<file path="src/cimc_params.svh">
// Constants for the CAN interrupt and operating-mode control block.
`ifndef CIMC_PARAMS_SVH
`define CIMC_PARAMS_SVH

// Register addresses seen by the serial command port.
`define CIMC_ADDR_STAT 8'h00
`define CIMC_ADDR_CTRL 8'h01
`define CIMC_ADDR_INTE 8'h02
`define CIMC_ADDR_INTF 8'h03

// Serial command opcodes.
`define CIMC_CMD_WRITE 8'h02
`define CIMC_CMD_READ 8'h03
`define CIMC_CMD_MODIFY 8'h05
`define CIMC_CMD_RESET 8'hC0

// Reset values and writable bits.
`define CIMC_CTRL_RST 8'hE7
`define CIMC_CTRL_WMASK 8'hF7
`define CIMC_INTE_RST 8'h00
`define CIMC_INTF_RST 8'h00

// Operating mode codes.
`define CIMC_MODE_NORMAL 3'h0
`define CIMC_MODE_SLEEP 3'h1
`define CIMC_MODE_LOOP 3'h2
`define CIMC_MODE_LISTEN 3'h3
`define CIMC_MODE_CONFIG 3'h4
`define CIMC_MODE_PWRUP 3'h7

// Interrupt code values, highest priority first.
`define CIMC_INTERRUPT_CODE_NONE 3'h0
`define CIMC_INTERRUPT_CODE_ERR 3'h1
`define CIMC_INTERRUPT_CODE_WAKE 3'h2
`define CIMC_INTERRUPT_CODE_TX0 3'h3
`define CIMC_INTERRUPT_CODE_TX1 3'h4
`define CIMC_INTERRUPT_CODE_TX2 3'h5
`define CIMC_INTERRUPT_CODE_RX0 3'h6
`define CIMC_INTERRUPT_CODE_RX1 3'h7

// Pin synchroniser reset value, ordered {si, cs_n, sck}.
`define CIMC_PIN_RST 3'h2

`endif

</file>
<file path="src/cimc_pkg.sv">
// Types shared by the CAN interrupt and operating-mode control block.
package cimc_pkg;

	// Eight event sources in register bit order.
	typedef struct packed {
		logic merr;
		logic wake;
		logic err;
		logic [2:0] tx;
		logic [1:0] rx;
	} cimc_irq_t;

	// Control register layout.
	typedef struct packed {
		logic [2:0] mode_req;
		logic abort;
		logic rsvd;
		logic clock_out_enable;
		logic [1:0] clock_out_prescale;
	} cimc_ctrl_t;

	// Status register layout.
	typedef struct packed {
		logic [2:0] mode;
		logic rsvd0;
		logic [2:0] interrupt_code;
		logic rsvd1;
	} cimc_stat_t;

	// Serial command parser states.
	typedef enum logic [6:0] {
		CIMC_ST_CMD = 7'h01,
		CIMC_ST_ADDR = 7'h02,
		CIMC_ST_WRITE = 7'h04,
		CIMC_ST_READ = 7'h08,
		CIMC_ST_MASK = 7'h10,
		CIMC_ST_MODIFY = 7'h20,
		CIMC_ST_IDLE = 7'h40
	} cimc_state_t;

endpackage

</file>
<file path="src/cimc_spi_slave.sv">
// Byte-level serial slave, mode 0, oversampled by the system clock.
`timescale 1ns/1ps

module cimc_spi_slave (
	input wire logic sys_clk,
	input wire logic rst_n,
	input wire logic sck,
	input wire logic cs_n,
	input wire logic si,
	input wire logic [7:0] tx_byte,
	input wire logic tx_load,
	output logic [7:0] rx_byte,
	output logic rx_valid,
	output logic frame_start,
	output logic so,
	output logic so_oe
);

	logic sck_prev_q;
	logic cs_prev_q;
	logic [2:0] bit_cnt_q;
	logic [7:0] shift_in_q;
	logic [7:0] shift_out_q;
	logic rx_valid_q;
	logic [7:0] rx_byte_q;
	logic frame_start_q;
	logic so_oe_q;
	logic rise;
	logic fall;

	////////////////////////////////////////////////////////////////////////
	// Edge detection on the already synchronised pins.
	assign rise = sck & ~sck_prev_q & ~cs_n;
	assign fall = ~sck & sck_prev_q & ~cs_n;

	always_ff @(posedge sys_clk or negedge rst_n)
	begin
		if (!rst_n)
		begin
			sck_prev_q <= 1'b0;
			cs_prev_q <= 1'b1;
			frame_start_q <= 1'b0;
			so_oe_q <= 1'b0;
		end
		else
		begin
			sck_prev_q <= sck;
			cs_prev_q <= cs_n;
			frame_start_q <= cs_prev_q & ~cs_n;
			so_oe_q <= ~cs_n;
		end
	end

	////////////////////////////////////////////////////////////////////////
	// Input shifter; a byte is complete on the eighth rising edge.
	always_ff @(posedge sys_clk or negedge rst_n)
	begin
		if (!rst_n)
		begin
			bit_cnt_q <= 3'h0;
			shift_in_q <= 8'h00;
			rx_valid_q <= 1'b0;
			rx_byte_q <= 8'h00;
		end
		else
		begin
			rx_valid_q <= rise & (bit_cnt_q == 3'h7);
			if (cs_n)
				bit_cnt_q <= 3'h0;
			else if (rise)
				bit_cnt_q <= bit_cnt_q + 3'h1;
			if (rise)
			begin
				shift_in_q <= {shift_in_q[6:0], si};
				rx_byte_q <= {shift_in_q[6:0], si};
			end
		end
	end

	////////////////////////////////////////////////////////////////////////
	// Output shifter; the falling edge at a byte boundary does not shift, so a load lands on the first bit.
	always_ff @(posedge sys_clk or negedge rst_n)
	begin
		if (!rst_n)
			shift_out_q <= 8'h00;
		else if (tx_load)
			shift_out_q <= tx_byte;
		else if (fall && bit_cnt_q != 3'h0)
			shift_out_q <= {shift_out_q[6:0], 1'b0};
	end

	assign rx_byte = rx_byte_q;
	assign rx_valid = rx_valid_q;
	assign frame_start = frame_start_q;
	assign so = shift_out_q[7];
	assign so_oe = so_oe_q;

endmodule

</file>
<file path="src/cimc_top.sv">
// Interrupt flags, interrupt code, operating mode and clock output control of a CAN controller.
`timescale 1ns/1ps
`include "cimc_params.svh"

module cimc_top (
	input wire logic sys_clk,
	input wire logic resetn,
	input wire logic spi_sck,
	input wire logic spi_cs_n,
	input wire logic spi_si,
	output logic spi_so,
	output logic spi_so_oe,
	input wire logic [2:0] tx_done,
	input wire logic [1:0] rx_msg,
	input wire logic tx_err,
	input wire logic rx_err,
	input wire logic wake_evt,
	input wire logic [7:0] error_flag_register,
	output logic irq_n,
	output logic [1:0] rx_store,
	output logic [1:0] rx_discard,
	output logic abort_all_tx,
	output logic [2:0] current_mode,
	output logic timing_write_ok,
	output logic clock_out_pin
);

	logic [1:0] rst_pipe_q;
	logic rst_n;
	logic [2:0] pin_meta_q;
	logic [2:0] pin_sync_q;
	logic [7:0] rx_byte;
	logic rx_valid;
	logic frame_start;
	cimc_pkg::cimc_state_t state_q;
	cimc_pkg::cimc_state_t state_d;
	logic [7:0] cmd_q;
	logic [7:0] addr_q;
	logic [7:0] mask_q;
	logic wr_en;
	logic [7:0] wr_mask;
	logic soft_rst;
	logic rd_now;
	logic [7:0] rd_addr;
	logic tx_load_q;
	logic [7:0] tx_byte_q;
	cimc_pkg::cimc_irq_t flags_q;
	cimc_pkg::cimc_irq_t enables_q;
	cimc_pkg::cimc_irq_t flag_set;
	cimc_pkg::cimc_irq_t pend;
	cimc_pkg::cimc_ctrl_t ctrl_q;
	cimc_pkg::cimc_stat_t stat;
	logic [2:0] mode_q;
	logic [2:0] applied_q;
	logic [2:0] target;
	logic wake_leave;
	logic [7:0] efr_prev_q;
	logic [2:0] interrupt_code_d;
	logic [2:0] interrupt_code_q;
	logic irq_n_q;
	logic [1:0] rx_store_q;
	logic [1:0] rx_discard_q;
	logic abort_q;
	logic cfg_q;
	logic [2:0] div_cnt_q;
	logic [2:0] div_lim;
	logic clk_out_q;
	logic clk_run;

	////////////////////////////////////////////////////////////////////////
	// Reset release through two flip-flops; assertion stays asynchronous.
	always_ff @(posedge sys_clk or negedge resetn)
	begin
		if (!resetn)
			rst_pipe_q <= 2'h0;
		else
			rst_pipe_q <= {rst_pipe_q[0], 1'b1};
	end
	assign rst_n = rst_pipe_q[1];

	// Serial pins cross into the clock domain through two flip-flops each.
	always_ff @(posedge sys_clk or negedge rst_n)
	begin
		if (!rst_n)
		begin
			pin_meta_q <= `CIMC_PIN_RST;
			pin_sync_q <= `CIMC_PIN_RST;
		end
		else
		begin
			pin_meta_q <= {spi_si, spi_cs_n, spi_sck};
			pin_sync_q <= pin_meta_q;
		end
	end

	cimc_spi_slave u_spi (
		.sys_clk(sys_clk),
		.rst_n(rst_n),
		.sck(pin_sync_q[0]),
		.cs_n(pin_sync_q[1]),
		.si(pin_sync_q[2]),
		.tx_byte(tx_byte_q),
		.tx_load(tx_load_q),
		.rx_byte(rx_byte),
		.rx_valid(rx_valid),
		.frame_start(frame_start),
		.so(spi_so),
		.so_oe(spi_so_oe)
	);

	////////////////////////////////////////////////////////////////////////
	// Command parser: opcode, address, then data, mask or read bytes.
	always_comb
	begin
		state_d = state_q;
		unique case (state_q)
			cimc_pkg::CIMC_ST_CMD:
				if (rx_byte == `CIMC_CMD_WRITE || rx_byte == `CIMC_CMD_READ || rx_byte == `CIMC_CMD_MODIFY)
					state_d = cimc_pkg::CIMC_ST_ADDR;
				else
					state_d = cimc_pkg::CIMC_ST_IDLE;
			cimc_pkg::CIMC_ST_ADDR:
				if (cmd_q == `CIMC_CMD_WRITE)
					state_d = cimc_pkg::CIMC_ST_WRITE;
				else if (cmd_q == `CIMC_CMD_READ)
					state_d = cimc_pkg::CIMC_ST_READ;
				else
					state_d = cimc_pkg::CIMC_ST_MASK;
			cimc_pkg::CIMC_ST_WRITE: state_d = cimc_pkg::CIMC_ST_WRITE;
			cimc_pkg::CIMC_ST_READ: state_d = cimc_pkg::CIMC_ST_READ;
			cimc_pkg::CIMC_ST_MASK: state_d = cimc_pkg::CIMC_ST_MODIFY;
			cimc_pkg::CIMC_ST_MODIFY: state_d = cimc_pkg::CIMC_ST_IDLE;
			cimc_pkg::CIMC_ST_IDLE: state_d = cimc_pkg::CIMC_ST_IDLE;
		endcase
	end

	always_ff @(posedge sys_clk or negedge rst_n)
	begin
		if (!rst_n)
		begin
			state_q <= cimc_pkg::CIMC_ST_CMD;
			cmd_q <= 8'h00;
			addr_q <= 8'h00;
			mask_q <= 8'h00;
		end
		else if (frame_start)
			state_q <= cimc_pkg::CIMC_ST_CMD;
		else if (rx_valid)
		begin
			state_q <= state_d;
			if (state_q == cimc_pkg::CIMC_ST_CMD)
				cmd_q <= rx_byte;
			if (state_q == cimc_pkg::CIMC_ST_ADDR)
				addr_q <= rx_byte;
			else if (state_q == cimc_pkg::CIMC_ST_WRITE || state_q == cimc_pkg::CIMC_ST_READ)
				addr_q <= addr_q + 8'h01;
			if (state_q == cimc_pkg::CIMC_ST_MASK)
				mask_q <= rx_byte;
		end
	end

	// The modify command writes only the masked bits and leaves the rest alone.
	assign wr_en = rx_valid & (state_q == cimc_pkg::CIMC_ST_WRITE || state_q == cimc_pkg::CIMC_ST_MODIFY);
	assign wr_mask = (state_q == cimc_pkg::CIMC_ST_MODIFY) ? mask_q : 8'hFF;
	assign soft_rst = rx_valid & (state_q == cimc_pkg::CIMC_ST_CMD) & (rx_byte == `CIMC_CMD_RESET);
	assign rd_now = rx_valid & ((state_q == cimc_pkg::CIMC_ST_ADDR && cmd_q == `CIMC_CMD_READ)
		|| state_q == cimc_pkg::CIMC_ST_READ);
	assign rd_addr = (state_q == cimc_pkg::CIMC_ST_ADDR) ? rx_byte : addr_q + 8'h01;

	// Read mux; unmapped addresses return zero.
	function automatic logic [7:0] reg_read(input logic [7:0] a);
		logic [7:0] r;
		r = 8'h00;
		case (a)
			`CIMC_ADDR_STAT: r = stat;
			`CIMC_ADDR_CTRL: r = ctrl_q;
			`CIMC_ADDR_INTE: r = enables_q;
			`CIMC_ADDR_INTF: r = flags_q;
			default: r = 8'h00;
		endcase
		return r;
	endfunction

	// Read data is loaded into the output shifter two cycles after the byte completes.
	always_ff @(posedge sys_clk or negedge rst_n)
	begin
		if (!rst_n)
		begin
			tx_load_q <= 1'b0;
			tx_byte_q <= 8'h00;
		end
		else
		begin
			tx_load_q <= rd_now;
			if (rd_now)
				tx_byte_q <= reg_read(rd_addr);
		end
	end

	////////////////////////////////////////////////////////////////////////
	// Event sources; an error register bit counts only when it newly rises.
	assign wake_leave = (mode_q == `CIMC_MODE_SLEEP) & wake_evt;
	assign flag_set.merr = tx_err | rx_err;
	assign flag_set.wake = wake_leave;
	assign flag_set.err = |(error_flag_register & ~efr_prev_q);
	assign flag_set.tx = tx_done;
	assign flag_set.rx = rx_msg;

	// Flags: host writes merge under mask, and a same-cycle event wins over a clear.
	always_ff @(posedge sys_clk or negedge rst_n)
	begin
		if (!rst_n)
		begin
			flags_q <= `CIMC_INTF_RST;
			enables_q <= `CIMC_INTE_RST;
			efr_prev_q <= 8'h00;
		end
		else
		begin
			efr_prev_q <= error_flag_register;
			if (soft_rst)
				flags_q <= flag_set;
			else if (wr_en && addr_q == `CIMC_ADDR_INTF)
				flags_q <= (flags_q & ~wr_mask) | (rx_byte & wr_mask) | flag_set;
			else
				flags_q <= flags_q | flag_set;
			if (soft_rst)
				enables_q <= `CIMC_INTE_RST;
			else if (wr_en && addr_q == `CIMC_ADDR_INTE)
				enables_q <= (enables_q & ~wr_mask) | (rx_byte & wr_mask);
		end
	end

	// Receive lockout per buffer: store only while the buffer flag is clear.
	for (genvar i = 0; i < 2; i++)
	begin : g_rx
		always_ff @(posedge sys_clk or negedge rst_n)
		begin
			if (!rst_n)
			begin
				rx_store_q[i] <= 1'b0;
				rx_discard_q[i] <= 1'b0;
			end
			else
			begin
				rx_store_q[i] <= rx_msg[i] & ~flags_q.rx[i];
				rx_discard_q[i] <= rx_msg[i] & flags_q.rx[i];
			end
		end
	end

	////////////////////////////////////////////////////////////////////////
	// Fixed-priority interrupt code over enabled pending sources.
	assign pend = flags_q & enables_q;
	always_comb
	begin
		interrupt_code_d = `CIMC_INTERRUPT_CODE_NONE;
		if (pend.err)
			interrupt_code_d = `CIMC_INTERRUPT_CODE_ERR;
		else if (pend.wake)
			interrupt_code_d = `CIMC_INTERRUPT_CODE_WAKE;
		else if (pend.tx[0])
			interrupt_code_d = `CIMC_INTERRUPT_CODE_TX0;
		else if (pend.tx[1])
			interrupt_code_d = `CIMC_INTERRUPT_CODE_TX1;
		else if (pend.tx[2])
			interrupt_code_d = `CIMC_INTERRUPT_CODE_TX2;
		else if (pend.rx[0])
			interrupt_code_d = `CIMC_INTERRUPT_CODE_RX0;
		else if (pend.rx[1])
			interrupt_code_d = `CIMC_INTERRUPT_CODE_RX1;
	end

	// The code is re-evaluated every cycle, so clearing the top flag exposes the next one.
	always_ff @(posedge sys_clk or negedge rst_n)
	begin
		if (!rst_n)
		begin
			interrupt_code_q <= `CIMC_INTERRUPT_CODE_NONE;
			irq_n_q <= 1'b1;
		end
		else
		begin
			interrupt_code_q <= interrupt_code_d;
			irq_n_q <= ~|pend;
		end
	end

	////////////////////////////////////////////////////////////////////////
	// Control register; the reserved bit stays zero.
	always_ff @(posedge sys_clk or negedge rst_n)
	begin
		if (!rst_n)
			ctrl_q <= `CIMC_CTRL_RST;
		else if (soft_rst)
			ctrl_q <= `CIMC_CTRL_RST;
		else if (wr_en && addr_q == `CIMC_ADDR_CTRL)
			ctrl_q <= (ctrl_q & ~(wr_mask & `CIMC_CTRL_WMASK)) | (rx_byte & wr_mask & `CIMC_CTRL_WMASK);
	end

	// Mode logic follows a changed request; the power-up code is read as configuration.
	assign target = (ctrl_q.mode_req == `CIMC_MODE_PWRUP) ? `CIMC_MODE_CONFIG : ctrl_q.mode_req;
	always_ff @(posedge sys_clk or negedge rst_n)
	begin
		if (!rst_n)
		begin
			mode_q <= `CIMC_MODE_CONFIG;
			applied_q <= `CIMC_MODE_PWRUP;
		end
		else if (soft_rst)
		begin
			mode_q <= `CIMC_MODE_CONFIG;
			applied_q <= `CIMC_MODE_PWRUP;
		end
		else if (wake_leave)
			mode_q <= `CIMC_MODE_LISTEN;
		else if (ctrl_q.mode_req != applied_q)
		begin
			mode_q <= target;
			applied_q <= ctrl_q.mode_req;
		end
	end

	assign stat = {mode_q, 1'b0, interrupt_code_q, 1'b0};

	// Registered copies of abort and configuration qualifiers.
	always_ff @(posedge sys_clk or negedge rst_n)
	begin
		if (!rst_n)
		begin
			abort_q <= 1'b0;
			cfg_q <= 1'b1;
		end
		else
		begin
			abort_q <= ctrl_q.abort;
			cfg_q <= (mode_q == `CIMC_MODE_CONFIG);
		end
	end

	////////////////////////////////////////////////////////////////////////
	// Clock output divider; stopped and held low when disabled or asleep.
	assign clk_run = ctrl_q.clock_out_enable & (mode_q != `CIMC_MODE_SLEEP);
	always_comb
	begin
		unique case (ctrl_q.clock_out_prescale)
			2'h0: div_lim = 3'h0;
			2'h1: div_lim = 3'h1;
			2'h2: div_lim = 3'h3;
			2'h3: div_lim = 3'h7;
		endcase
	end

	always_ff @(posedge sys_clk or negedge rst_n)
	begin
		if (!rst_n)
		begin
			div_cnt_q <= 3'h0;
			clk_out_q <= 1'b0;
		end
		else if (!clk_run)
		begin
			div_cnt_q <= 3'h0;
			clk_out_q <= 1'b0;
		end
		else if (div_cnt_q >= div_lim)
		begin
			div_cnt_q <= 3'h0;
			clk_out_q <= ~clk_out_q;
		end
		else
			div_cnt_q <= div_cnt_q + 3'h1;
	end

	assign irq_n = irq_n_q;
	assign rx_store = rx_store_q;
	assign rx_discard = rx_discard_q;
	assign abort_all_tx = abort_q;
	assign current_mode = mode_q;
	assign timing_write_ok = cfg_q;
	assign clock_out_pin = clk_out_q;
endmodule

</file>
<file path="config.mk">
export PLATFORM = sky130hd
export DESIGN_NAME = cimc_top
export DESIGN_NICKNAME = d
export VERILOG_FILES = /design/src/cimc_pkg.sv /design/src/cimc_spi_slave.sv /design/src/cimc_top.sv
export VERILOG_INCLUDE_DIRS = /design/src
export SDC_FILE = /design/constraint.sdc
export NUM_CORES = 1
export LEC_CHECK = 0
export BUFFER_PORTS_ARGS = -buffer_cell sky130_fd_sc_hd__buf_2
export CORE_ASPECT_RATIO = 2
export CORE_MARGIN = 3
export CORE_UTILIZATION = 60
export CTS_BUF_LIST = sky130_fd_sc_hd__clkbuf_4 sky130_fd_sc_hd__clkbuf_8
export DETAILED_ROUTE_END_ITERATION = 8
export PLACE_DENSITY_LB_ADDON = 0.3
export SLEW_MARGIN = 30
export SYNTH_ARGS = -nofsm -noshare
export SYNTH_HDL_FRONTEND = slang
export SYNTH_SLANG_ARGS = --single-unit
</file>
<file path="constraint.sdc">
create_clock -name sys_clk -period 6.6 [get_ports sys_clk]
set_input_delay 0.66 -clock sys_clk [delete_from_list [all_inputs] [get_ports sys_clk]]
set_output_delay 0.66 -clock sys_clk [all_outputs]
set_load 0.02 [all_outputs]
</file>
==> impl_metrics.tcl <==
set metrics [dict create \
    status "finished clean" \
    post_dp_cell_area_um2 5995 \
    reg2reg_from "state_q[3]" \
    first_global_vias 4452 \
    cts_max_level 4 \
    worstPathRequired_ps 6930 \
    antenna_left 0 \
    drive_gt1_frac 0.2232 \
    hold_viol 0 \
    syn_nets 584 \
    synth_seq_cells 123 \
    fin_skew_ps 11.33 \
    gr-total-overflow 0 \
    drtIter0Drc 446 \
    clk_pin_slew_worst_paths_ps 60 \
    worst_ir_drop_vdd_mv 0.1912 \
    via_count 4264 \
    tns_ps 0 \
    synthSimpleGateAreaFrac 0.1725 \
    syn_area_per_cell_um2 10.48 \
    path_buf_inv 0 \
    numCtsBuffers 17 \
    synthCells 553 \
    dominantRegCellSynth "dfrtp_1" \
    start_kind "register" \
    track_usage 0.2633 \
    syn2layout_area_growth_pct 11.74 \
    r2r_end "flags_q[1]" \
    ys_types 60 \
    ios 34 \
    grt_pass1_wl_um 21590 \
    antenna_found_initial 0 \
    nNetsFinal 614 \
    fp.dieW_um 75.50 \
    cts_root_buf "clkbuf_8" \
    core-area_um2 9384 \
    rsz0062_at_grt "false" \
    design_area_um2 6476 \
    grt_max_degree 81 \
    hp-class "in -> reg" \
    drv_slew 0 \
    dp_hpwl_um 9408 \
    cp_slowest_stage_delay_ps 790 \
    final.period_utilization 0.4465 \
    path_class "reg -> reg" \
    synth_fa_ha_area_frac 0.02159 \
    synthArstFlopShare 1.000 \
    cp_data_arrival_time_ps 3280 \
    synth_top_family_by_area "simple AND/OR/NAND/NOR gates" \
    fp.dieH_um 145.0 \
    max_slew_margin 0.3962 \
    ctsHoldBuffers 1 \
    min_to "pin_meta_q[1]" \
    start_util 0.6176 \
    gp_congestion 0.9078 \
    cts_max_path_buffers 2 \
    period_needed_ps 2947 \
    syn-cell-area_um2 5796 \
    yosys.area_share.xor_xnor 0.01662 \
    p_per_area_nw_per_um2 255.0 \
    p_leak_uw 0.003015 \
    cts_resized 0 \
    ys_seq_area_frac 0.5345 \
    wl_per_cell_um 18.43 \
    path_delay_family "compound AO/OA/AOI/OAI gates" \
    row_count 50 \
    port_buffers 33 \
    maxCapViolCount 0 \
    synth_compound_area_frac 0.1209 \
    whs_ps 309.2 \
    min-delay-start "spi_cs_n" \
    synth_warnings 0 \
    dieArea_um2 10950 \
    dr.pass1.iters 7 \
    crit_path_start "state_q[3]" \
    synth_edf_count 0 \
    crit_chain "nor3_1 > nand4b_1 > a211oi_4 > a21oi_1 > a311o_1" \
    tightest_slew_ps 902.4 \
    synth_mux_area_frac 0.09650 \
    cp_slowest_cell "a211oi_4" \
    rrSetupSlack_ps 3650 \
    setup_viol 0 \
    postCtsSetupRepairBufs 0 \
    endpoint_kind "register" \
    clock_latency_ps 450 \
    timing.fmax_mhz 339.3 \
    clock-sinks 123 \
    n_antenna_cell 0 \
    cts_tree "done" \
    drc 0 \
    drt-total-wl_um 12900 \
    worstPathMaxFanout 14 \
    hold_depth 1 \
    r2r_cells 5 \
    viasPerCell 6.091 \
]
-- worst max path at each step --
stage                         endpoint  cells past startpoint
final                       flags_q[1]                      5
after global routing      tx_byte_q[3]                      7
after CTS                 tx_byte_q[6]                      5
after detailed placement  tx_byte_q[6]                      5
after global placement      flags_q[0]                      5
after floorplan           abort_all_tx                      0
-- power breakdown --
group	switching, uW	total, uW	internal (uW)
sequential	59.9	838	778
clock	282	744	462
combinational	37.3	69.2	31.9
-- flip-flops by register name, summed over array words and instances (netlist names), 8 cells and up --
signal             cells
addr_q                 8
cmd_q                  8
efr_prev_q             8
enables_q              8
flags_q                8
mask_q                 8
tx_byte_q              8
u_spi.rx_byte          8
u_spi.shift_out_q      8
-- per-layer routing --
| metal | wire, um | global-route usage | up-vias |
|---|---|---|---|
| met1 | 4551 | 0.2900 | 2083 |
| met4 | 540 | 0.1550 | 0 |
| li1 | - | - | 2005 |
| met3 | 568 | 0.05825 | 42 |
| met5 | 0 | 0 | - |
| met2 | 7239 | 0.4419 | 134 |
-- area by class of cell --
class                   instances  area [um2]
flip-flops and latches        123        3102
well taps                     104       130.1
multi-input cells             379        2485
inverters                      24       90.09
repair buffers                 38       216.5
clock buffers                  25       312.8
clock inverters                 7       140.1
fillers                       742        2908
-- logic make-up after synthesis --
group | after synthesis
XOR/XNOR | 11
AO/OA/AOI/OAI | 105
buffers and inverters | 51
AND/OR/NAND/NOR | 206
multiplexers | 46
flip-flops | 123
adder cells (fa/ha/maj) | 10
other | 1
-- metrics by stage --
stage                       util  worst slack [ps]  cells  total power [uW]
final                     0.6901              3653    700              1652
after floorplan                -              2947    553             876.1
after global placement    0.6388              3826    666             916.5
after detailed placement  0.6388              3690    666             919.9
after global routing      0.6901              3459    700              1715
after CTS                 0.6881              3673    699              1663
-- cell usage in the layout (no fill, tap or decap), types with 4 or more instances in the layout --
cell type / netlist / layout
a311o_1: 4 / 4
clkbuf_8: 0 / 20
nor2b_1: 4 / 4
xnor2_1: 8 / 8
a22o_1: 8 / 8
nor3_1: 8 / 8
o22ai_1: 4 / 4
mux2i_1: 18 / 18
inv_1: 24 / 24
o21ai_0: 30 / 30
or2_2: 8 / 8
mux4_2: 5 / 5
clkbuf_4: 0 / 5
a21oi_1: 29 / 29
nand2_1: 87 / 87
nand3_1: 31 / 31
nor4_1: 5 / 5
and3_1: 8 / 8
mux2_2: 21 / 21
dfrtp_1: 107 / 106
a31oi_1: 4 / 4
nor2_1: 27 / 27
o211ai_1: 5 / 5
bufinv_16: 0 / 4
ha_1: 10 / 10
dfstp_2: 16 / 16
buf_2: 2 / 33
-- Yosys cell counts, drive strengths merged (5+ instances only) --
master | instances | area [um2]
dfrtp | 107 | 2678
nand2 | 87 | 326.6
o21ai | 32 | 167.7
nand3 | 31 | 155.2
a21oi | 29 | 145.1
nor2 | 27 | 101.4
inv | 24 | 90.09
mux2 | 23 | 266.5
mux2i | 18 | 180.2
clkbuf | 16 | 60.06
dfstp | 16 | 420.4
buf | 11 | 62.56
ha | 10 | 125.1
and3 | 9 | 57.56
a22o | 8 | 70.07
nor3 | 8 | 40.04
or2 | 8 | 50.05
xnor2 | 8 | 70.07
a211oi | 5 | 75.07
mux4 | 5 | 112.6
nor4 | 5 | 31.28
o211ai | 5 | 37.54
Note: power is estimated with default switching activity, not from simulation.
